[src/design/maint_pkg.sv]
// Purpose: shared constants and types for the maintenance bus ends
// Assumes: one system clock for both ends
// Notes: chain layouts are fixed here and used by the module end only
package maint_pkg;
    localparam int NUM_CARDS = 2;
    localparam int CARD_W = 1;
    localparam int ERR_KINDS = 4;
    localparam int FUNC_W = 8;
    localparam int STATE_W = 4;
    localparam int ARG_W = 8;
    // Data chain: function value at the bottom, error bits next, gated state on top
    localparam int FUNC_POS = 0;
    localparam int ERR_POS = FUNC_W;
    localparam int STATE_POS = FUNC_W + ERR_KINDS;
    localparam int DATA_LEN = FUNC_W + ERR_KINDS + STATE_W;
    // Maintenance chain: compare value, stop enable toggle, error-stop suppress
    localparam int CMP_POS = 0;
    localparam int STOP_EN_POS = FUNC_W;
    localparam int NO_FREEZE_POS = FUNC_W + 1;
    localparam int MAINT_LEN = FUNC_W + 2;
    localparam logic CHAIN_DATA = 1'h0;
    localparam logic CHAIN_MAINT = 1'h1;
    localparam logic [ARG_W-1:0] FREQ_RESET = 8'h00;
    typedef enum logic [2:0] {
        op_nop, op_run, op_halt, op_step, op_shift, op_clr_module, op_clr_chain, op_set_mode
    } op_type;
endpackage : maint_pkg

[src/design/maint_bus_if.sv]
// Purpose: backplane maintenance bus between controller and module
// Assumes: the fast and the slow bus carry the same logical signals
// Notes: every signal is point to point and driven from a flip-flop
`timescale 1ns/1ps
interface maint_bus_if;
    logic [maint_pkg::NUM_CARDS-1:0] card_clk_en;
    logic shift_en;
    logic clr_module;
    logic clr_chain;
    logic chain_sel;
    logic [maint_pkg::CARD_W-1:0] card_sel;
    logic serial_in;
    logic serial_out;
    logic error_int;
    logic stop_and;
    logic stop_or;
    modport dev (
        input card_clk_en, shift_en, clr_module, clr_chain, chain_sel, card_sel, serial_in,
        output serial_out, error_int, stop_and, stop_or
    );
    modport ctl (
        output card_clk_en, shift_en, clr_module, clr_chain, chain_sel, card_sel, serial_in,
        input serial_out, error_int, stop_and, stop_or
    );
endinterface : maint_bus_if

[src/design/maint_card.sv]
// Purpose: one processor card with its data chain and maintenance chain
// Assumes: controls arrive from the module on the same clock
// Notes: the monitored function is a card counter advanced by the card clock
`timescale 1ns/1ps
module maint_card (
    input wire logic clock,
    input wire logic rst,
    input wire logic ce,
    input wire logic run,
    input wire logic shift_data,
    input wire logic shift_maint,
    input wire logic clr_data,
    input wire logic clr_maint,
    input wire logic sin,
    input wire logic [maint_pkg::ERR_KINDS-1:0] err_detect,
    input wire logic [maint_pkg::STATE_W-1:0] state_in,
    output logic data_tail,
    output logic maint_tail,
    output logic err_any,
    output logic stop_hit,
    output logic no_freeze
);
    logic [maint_pkg::DATA_LEN-1:0] data_ff;
    logic [maint_pkg::DATA_LEN-1:0] nxt_data;
    logic [maint_pkg::MAINT_LEN-1:0] maint_ff;
    logic [maint_pkg::MAINT_LEN-1:0] nxt_maint;
    logic [maint_pkg::ERR_KINDS-1:0] err_bits;
    logic [maint_pkg::FUNC_W-1:0] func_val;

    assign err_bits = data_ff[maint_pkg::ERR_POS +: maint_pkg::ERR_KINDS];
    assign func_val = data_ff[maint_pkg::FUNC_POS +: maint_pkg::FUNC_W];

    // Next chain contents; a clear hides an error seen in the same cycle only while the card clock is stopped
    always_comb begin
        nxt_data = data_ff;
        nxt_maint = maint_ff;
        if (clr_data) begin
            nxt_data = '0;
        end else if (shift_data) begin
            nxt_data = {data_ff[maint_pkg::DATA_LEN-2:0], sin};
        end else if (run) begin
            nxt_data[maint_pkg::FUNC_POS +: maint_pkg::FUNC_W] = func_val + 8'h01;
            nxt_data[maint_pkg::STATE_POS +: maint_pkg::STATE_W] = state_in;
        end
        if (run && !shift_data) begin
            nxt_data[maint_pkg::ERR_POS +: maint_pkg::ERR_KINDS] =
                nxt_data[maint_pkg::ERR_POS +: maint_pkg::ERR_KINDS] | err_detect;
        end
        if (clr_maint) begin
            nxt_maint = '0;
        end else if (shift_maint) begin
            nxt_maint = {maint_ff[maint_pkg::MAINT_LEN-2:0], sin};
        end
    end

    // Chain registers; the clock enable freezes both
    always_ff @(posedge clock or posedge rst) begin
        if (rst) begin
            data_ff <= '0;
            maint_ff <= '0;
        end else if (ce) begin
            data_ff <= nxt_data;
            maint_ff <= nxt_maint;
        end
    end

    assign data_tail = data_ff[maint_pkg::DATA_LEN-1];
    assign maint_tail = maint_ff[maint_pkg::MAINT_LEN-1];
    assign err_any = |err_bits;
    assign stop_hit = maint_ff[maint_pkg::STOP_EN_POS] &&
        (maint_ff[maint_pkg::CMP_POS +: maint_pkg::FUNC_W] == func_val);
    assign no_freeze = maint_ff[maint_pkg::NO_FREEZE_POS];
endmodule : maint_card

[src/design/maint_module_dev.sv]
// Purpose: module end of the maintenance bus, a group of processor cards
// Assumes: controller end runs on the same clock, so no synchronisers
// Notes: the bus outputs are registered, so every answer lags one cycle
// Notes: shifting needs only the clock enable, so chains read out after a freeze
`timescale 1ns/1ps
module maint_module_dev (
    input wire logic clock,
    input wire logic rst,
    input wire logic ce,
    maint_bus_if.dev bus,
    input wire logic [maint_pkg::NUM_CARDS-1:0][maint_pkg::ERR_KINDS-1:0] err_detect,
    input wire logic [maint_pkg::NUM_CARDS-1:0][maint_pkg::STATE_W-1:0] state_in,
    output logic frozen,
    output logic [maint_pkg::NUM_CARDS-1:0] card_running
);
    // Per-card control and status
    logic [maint_pkg::NUM_CARDS-1:0] run;
    logic [maint_pkg::NUM_CARDS-1:0] shift_data;
    logic [maint_pkg::NUM_CARDS-1:0] shift_maint;
    logic [maint_pkg::NUM_CARDS-1:0] clr_data;
    logic [maint_pkg::NUM_CARDS-1:0] clr_maint;
    logic [maint_pkg::NUM_CARDS-1:0] data_tail;
    logic [maint_pkg::NUM_CARDS-1:0] maint_tail;
    logic [maint_pkg::NUM_CARDS-1:0] err_any;
    logic [maint_pkg::NUM_CARDS-1:0] stop_hit;
    logic [maint_pkg::NUM_CARDS-1:0] no_freeze;
    logic mod_error;
    logic freeze;

    // Serial answer register
    logic serial_out_ff;
    logic nxt_serial_out;

    // Event line registers
    logic error_int_ff;
    logic nxt_error_int;
    logic stop_and_ff;
    logic nxt_stop_and;
    logic stop_or_ff;
    logic nxt_stop_or;

    // User status registers
    logic frozen_ff;
    logic nxt_frozen;
    logic [maint_pkg::NUM_CARDS-1:0] running_ff;
    logic [maint_pkg::NUM_CARDS-1:0] nxt_running;

    // Card address decode, used for both shift and clear
    function automatic logic card_hit(input logic [maint_pkg::CARD_W-1:0] sel, input int idx);
        card_hit = (sel == idx[maint_pkg::CARD_W-1:0]);
    endfunction : card_hit

    // Card and chain decode, shared by the shift and the chain clear
    function automatic logic chain_hit(input logic [maint_pkg::CARD_W-1:0] sel,
        input logic chain, input int idx, input logic want);
        chain_hit = card_hit(sel, idx) && (chain == want);
    endfunction : chain_hit

    // Module-level error and freeze
    // module error line
    assign mod_error = |err_any;
    // gated freeze
    // A suppress bit on any card keeps the whole module from freezing, since the
    // cards of one module must never drift apart in time
    assign freeze = mod_error && !(|no_freeze);

    generate
        for (genvar i = 0; i < maint_pkg::NUM_CARDS; i++) begin : g_card
            assign run[i] = bus.card_clk_en[i] && !freeze;
            // shift decode
            // Data chains shift whether or not the card clock runs, so the
            // error bits stay readable after a freeze
            assign shift_data[i] = bus.shift_en &&
                chain_hit(bus.card_sel, bus.chain_sel, i, maint_pkg::CHAIN_DATA);

            // maintenance shift
            // Not gated by the card clock, so the compare chain can be
            // loaded while the processor keeps running
            assign shift_maint[i] = bus.shift_en &&
                chain_hit(bus.card_sel, bus.chain_sel, i, maint_pkg::CHAIN_MAINT);

            // module or chain clear
            // A module clear hits both chains of every card whatever the
            // address lines show
            assign clr_data[i] = bus.clr_module || (bus.clr_chain &&
                chain_hit(bus.card_sel, bus.chain_sel, i, maint_pkg::CHAIN_DATA));
            assign clr_maint[i] = bus.clr_module || (bus.clr_chain &&
                chain_hit(bus.card_sel, bus.chain_sel, i, maint_pkg::CHAIN_MAINT));

            // two chains per card
            // Each card answers on its own tails; only the selected one reaches the bus
            maint_card u_card (
                .clock(clock),
                .rst(rst),
                .ce(ce),
                .run(run[i]),
                .shift_data(shift_data[i]),
                .shift_maint(shift_maint[i]),
                .clr_data(clr_data[i]),
                .clr_maint(clr_maint[i]),
                .sin(bus.serial_in),
                .err_detect(err_detect[i]),
                .state_in(state_in[i]),
                .data_tail(data_tail[i]),
                .maint_tail(maint_tail[i]),
                .err_any(err_any[i]),
                .stop_hit(stop_hit[i]),
                .no_freeze(no_freeze[i])
            );
        end
    endgenerate

    // Serial answer: the tail is caught at the shift edge, so the controller
    // sees the bit that left the chain one cycle after it asked
    always_comb begin
        nxt_serial_out = serial_out_ff;
        // bit leaving chain
        // The last value holds between shifts, as the controller may read late
        if (bus.shift_en) begin
            if (bus.chain_sel == maint_pkg::CHAIN_MAINT) begin
                nxt_serial_out = maint_tail[bus.card_sel];
            end else begin
                nxt_serial_out = data_tail[bus.card_sel];
            end
        end
    end

    // one logical bus
    // The same registers feed either electrical bus; only buffers differ
    always_ff @(posedge clock or posedge rst) begin
        if (rst) begin
            serial_out_ff <= 1'h0;
        end else if (ce) begin
            serial_out_ff <= nxt_serial_out;
        end
    end

    // Event lines, registered so a long backplane sees no decode glitches
    always_comb begin
        nxt_error_int = mod_error;
        nxt_stop_and = &stop_hit;
        nxt_stop_or = |stop_hit;
    end

    // Event registers; the one-cycle lag is part of the bus contract
    // and lets the controller sample without a synchroniser
    always_ff @(posedge clock or posedge rst) begin
        if (rst) begin
            error_int_ff <= 1'h0;
            stop_and_ff <= 1'h0;
            stop_or_ff <= 1'h0;
        end else if (ce) begin
            error_int_ff <= nxt_error_int;
            stop_and_ff <= nxt_stop_and;
            stop_or_ff <= nxt_stop_or;
        end
    end

    // User status: freeze and per-card clocking
    always_comb begin
        // Running is reported a cycle late, like every other answer
        nxt_frozen = freeze;
        nxt_running = run;
    end

    // Status registers
    always_ff @(posedge clock or posedge rst) begin
        if (rst) begin
            frozen_ff <= 1'h0;
            running_ff <= '0;
        end else if (ce) begin
            frozen_ff <= nxt_frozen;
            running_ff <= nxt_running;
        end
    end

    // Outputs straight from flip-flops
    // so no bus line can glitch while cards are cleared
    assign bus.serial_out = serial_out_ff;
    assign bus.error_int = error_int_ff;
    assign bus.stop_and = stop_and_ff;
    assign bus.stop_or = stop_or_ff;
    assign frozen = frozen_ff;
    assign card_running = running_ff;
endmodule : maint_module_dev

[src/flat_wrapper.sv]
// flat-port wrapper written by rule: the top's interface ports become plain ports
module maint_module_dev_flat 
  (clock, rst, ce, err_detect, state_in, frozen, card_running, bus_card_clk_en, bus_shift_en, bus_clr_module, bus_clr_chain, bus_chain_sel, bus_card_sel, bus_serial_in, bus_serial_out, bus_error_int, bus_stop_and, bus_stop_or);
  maint_bus_if bus_i ();
  input wire logic clock;
  input wire logic rst;
  input wire logic ce;
  input wire logic [maint_pkg::NUM_CARDS-1:0][maint_pkg::ERR_KINDS-1:0] err_detect;
  input wire logic [maint_pkg::NUM_CARDS-1:0][maint_pkg::STATE_W-1:0] state_in;
  output logic frozen;
  output logic [maint_pkg::NUM_CARDS-1:0] card_running;
  input wire logic [$bits(bus_i.card_clk_en)-1:0] bus_card_clk_en;
  input wire logic [$bits(bus_i.shift_en)-1:0] bus_shift_en;
  input wire logic [$bits(bus_i.clr_module)-1:0] bus_clr_module;
  input wire logic [$bits(bus_i.clr_chain)-1:0] bus_clr_chain;
  input wire logic [$bits(bus_i.chain_sel)-1:0] bus_chain_sel;
  input wire logic [$bits(bus_i.card_sel)-1:0] bus_card_sel;
  input wire logic [$bits(bus_i.serial_in)-1:0] bus_serial_in;
  output wire logic [$bits(bus_i.serial_out)-1:0] bus_serial_out;
  output wire logic [$bits(bus_i.error_int)-1:0] bus_error_int;
  output wire logic [$bits(bus_i.stop_and)-1:0] bus_stop_and;
  output wire logic [$bits(bus_i.stop_or)-1:0] bus_stop_or;
  assign bus_i.card_clk_en = bus_card_clk_en;
  assign bus_i.shift_en = bus_shift_en;
  assign bus_i.clr_module = bus_clr_module;
  assign bus_i.clr_chain = bus_clr_chain;
  assign bus_i.chain_sel = bus_chain_sel;
  assign bus_i.card_sel = bus_card_sel;
  assign bus_i.serial_in = bus_serial_in;
  assign bus_serial_out = bus_i.serial_out;
  assign bus_error_int = bus_i.error_int;
  assign bus_stop_and = bus_i.stop_and;
  assign bus_stop_or = bus_i.stop_or;
  maint_module_dev u_core (.clock(clock), .rst(rst), .ce(ce), .bus(bus_i), .err_detect(err_detect), .state_in(state_in), .frozen(frozen), .card_running(card_running));
endmodule
[config.mk]
export PLATFORM = sky130hd
export DESIGN_NAME = maint_module_dev_flat
export DESIGN_NICKNAME = d
export VERILOG_FILES = /design/src/design/maint_pkg.sv /design/src/design/maint_bus_if.sv /design/src/design/maint_card.sv /design/src/design/maint_module_dev.sv /design/src/flat_wrapper.sv
export SDC_FILE = /design/constraint.sdc
export NUM_CORES = 1
export LEC_CHECK = 0
export BUFFER_PORTS_ARGS = -buffer_cell sky130_fd_sc_hd__buf_4
export CAP_MARGIN = 5
export CORE_MARGIN = 4
export CORE_UTILIZATION = 45
export DETAILED_ROUTE_END_ITERATION = 10
export PLACE_DENSITY = 0.66
export RECOVER_POWER = 50
export SKIP_CTS_REPAIR_TIMING = 1
export SYNTH_ARGS = -nofsm -noshare
export SYNTH_HDL_FRONTEND = slang
export SYNTH_SLANG_ARGS = --single-unit
[constraint.sdc]
create_clock -name clock -period 2.15 [get_ports clock]
set_input_delay 0.645 -clock clock [delete_from_list [all_inputs] [get_ports clock]]
set_output_delay 0.645 -clock clock [all_outputs]
set_load 0.05 [all_outputs]
==> results by group <==
STA
  • Fin crit share: between 90% and 100%
  • Setup violations, final: 0
  • Fmax: between 0.4 and 0.5 GHz
  • Final hold viol count: 0
  • Least-Margin Pin Slew: between 0.9 and 1 ns
  • Relative slew slack: 37.9%
  • Setup_tns: 0 ns
  • Post-route minimum period: 2.02 ns
  • Final Max Tran Viols: 0
  • Unrepaired setup endpoints after global routing: no
  • Clock Skews: 0.00837 ns

Detailed routing
  • Vias per inst: 5.74
  • Pre-Repair DR Iteration Count: 4
  • Post-route ant nets: 0
  • Routed WL: between 7000 and 8000 um
  • Post-route DRC: 0
  • Via count: around 2700
  • WL/cell: 15.9 um
  • DR iter-0 viols: 229

CTS
  • Clk pin slew, worst setup/hold paths: 0.07 ns
  • CTS Buf Count: 9
  • Clock Sinks: between 50 and 60
  • CTS tree: done
  • CTS root buffer: clkbuf_8
  • CTS Buffer Depth: 2
  • H-tree Lvls: 3
  • Clk_lat worst skew: approximately 0.34 ns

Synthesis
  • Syn. warnings: 0
  • Top cell type's share of synthesized area: 46.1%
  • Seq/Total Area, Yosys: 46.1%
  • Number of synthesized flops with an enable pin: 0
  • Mapped Cells: 320
  • Post-synth top cells: 59 x dfrtp_1, 37 x nand2_1, 32 x o21ai_0
  • Prevailing post-synth register cell: dfrtp_1
  • Largest cells by area after synthesis: dfrtp_1 46%, a22o_1 7.4%, o21ai_0 5.0%
  • Ys async rst share: 100%
  • Post-Syn Nets: 349
  • Synthesized area per cell: 10.0 sq um
  • Largest area contributor in the netlist: dfrtp_1
  • Mapped Area: ~3200 sq um
  • #FFs+latches synth: between 50 and 60
  • Most numerous cell in the Yosys netlist: dfrtp_1
  • Synth cell types: 50

GRT
  • Vias in the first global route: 2557
  • Gr ovfl total: 0
  • First-pass GRT wire length: 12400 um
  • Initial antenna violation count: 0
  • Overall global routing resource usage: 18.4%
  • Largest net degree at the start of global routing: 33

Worst setup path
  • Critical path depth: 5
  • CP Class: flip-flop to flip-flop
  • Max incr delay on CP: around 0.56 ns
  • Startpoint types: flip-flop
  • WP buf/inv: 1
  • Worst r2r src: u_core.g_card[1].u_card.data_ff[11]
  • Cell family with most CP delay: simple AND/OR/NAND/NOR gates
  • CP max stage cell: or4_4
  • Crit path max fanout: 15
  • Critical path arrival: between 2 and 2.5 ns
  • Worst r2r path cells: 5
  • Critical Path, Cell by Cell: or4_4, nor2_8, o221ai_4, buf_4, o31ai_1
  • Critical Path RT: ~2.4 ns
  • Crit end category: flip-flop
  • Origin of the worst setup path: u_core.g_card[1].u_card.data_ff[11]

Layout
  • Final nets: 394
  • Layout cells sized above 1: between 20% and 30%
  • Layout Cell Area excl Fill: 3830 sq um
  • Fillcell total: roughly 600
  • Inserted Diodes: 0
  • Syn-to-layout area delta: 19.7%

Floorplanning
  • DIE AREA: 8530 sq um
  • Initial Utilization: between 40% and 50%
  • Io pins: 34
  • # rows: 30
  • Die Wd: between 90 and 100 um
  • Core ar.: 6870 sq um
  • Die Ht: around 92 um

Placed design
  • GPL Wtd Cong: ~0.82
  • DP Area: between 3000 and 4000 sq um
  • IO buf count: 33
  • DP HPWL: between 5000 and 6000 um

Power
  • PD cells: ~910 nW/um^2
  • Maximum vdd drop: between 0.0007 and 0.0008 V
  • P_leak: 1.81 nW

Run
  • Max Cap Violations: 0

Worst hold path
  • HP Class: primary input to asynchronous set/reset pin

Run status
  • Outcome: complete, no violations
-- cell families (layout without fill, tap and decap cells) --
| family | Yosys count | in the layout | share of synthesized area [%] |
|---|---|---|---|
| AO/OA/AOI/OAI | 116 | 116 | 26.1 |
| AND/OR/NAND/NOR | 92 | 92 | 15.1 |
| flip-flops | 59 | 59 | 46.1 |
| buffers and inverters | 23 | 72 | 3.36 |
| XOR/XNOR | 16 | 16 | 4.38 |
| multiplexers | 12 | 12 | 4.18 |
| adder cells (fa/ha/maj) | 2 | 2 | 0.782 |
-- power breakdown --
part           switching [mW]  internal, mW  total [mW]
clock                   0.438         0.590        1.03
combinational           0.553         0.424       0.977
sequential              0.200          1.28        1.48
-- cell usage in the layout, fill, tap and decap left out, drive strengths merged, types with 3 or more instances in the layout --
| master | instances |
|---|---|
| clkbuf | 14 |
| buf | 50 |
| inv | 4 |
| nand2b | 3 |
| xor2 | 10 |
| a21o | 7 |
| nand4 | 6 |
| a21oi | 7 |
| dfrtp | 59 |
| nand3 | 6 |
| o21ai | 39 |
| nor4 | 4 |
| nor3 | 8 |
| a22oi | 4 |
| o31ai | 13 |
| xnor2 | 6 |
| mux2i | 10 |
| and3 | 4 |
| nand2 | 37 |
| nor2 | 12 |
| o211ai | 4 |
| a2bb2oi | 4 |
| a22o | 27 |
-- cell type report --
cell class | count | area [sq um] | share of cell area (%)
Multi-Input combinational cell | 238 | 1630 | 42.4
Sequential cell | 59 | 1480 | 38.5
Timing Repair Buffer | 53 | 392 | 10.2
Clock buffer | 11 | 151 | 3.95
Tap cell | 96 | 120 | 3.14
Clock inverter | 4 | 50.0 | 1.31
Inverter | 4 | 15.0 | 0.392
-- state kept, by name (all words and copies together), names as in the netlist --
signal                         flops
u_core.g_card.u_card.data_ff      32
u_core.g_card.u_card.maint_ff     20
u_core.card_running                2
u_core.bus.error_int               1
u_core.bus.serial_out              1
u_core.bus.stop_and                1
u_core.bus.stop_or                 1
u_core.frozen                      1
-- worst paths after layout --
path	slack (ns)	end
setup reg to reg	0.13	u_core.g_card[1].u_card.data_ff[12]
hold reg to reg	0.48	u_core.g_card[0].u_card.data_ff[12]
min in group clock	0.48	u_core.g_card[0].u_card.data_ff[12]
hold / removal	0.31	u_core.g_card[0].u_card.maint_ff[1]
max in group asynchronous	0.64	u_core.g_card[0].u_card.data_ff[10]
setup / recovery	0.13	u_core.g_card[1].u_card.data_ff[12]
-- layer usage --
layer | vias up | track usage, % | routed length (um)
met5 | - | 0 | 0
li1 | 1288 | - | -
met3 | 14 | 2.84 | 272
met4 | 0 | 9.16 | 178
met1 | 1300 | 27.5 | 3780
met2 | 69 | 25.8 | 3170
-- metrics by stage --
step / total power, mW / utilization (%) / std cells / setup WS, ns / hold WS, ns
2_1_floorplan: 2.19 / - / 320 / 0.0487 / 0.443
3_3_place_gp: 2.45 / 53.0 / 450 / 0.0905 / 0.463
3_5_place_dp: 2.48 / 53.0 / 450 / 0.0422 / 0.475
4_1_cts: 3.51 / 55.9 / 465 / 0.0988 / 0.241
5_1_grt: 3.70 / 55.8 / 465 / 0.0383 / 0.338
6_report: 3.49 / 55.8 / 465 / 0.133 / 0.313
No activity file was read; power rests on OpenSTA's default activity.
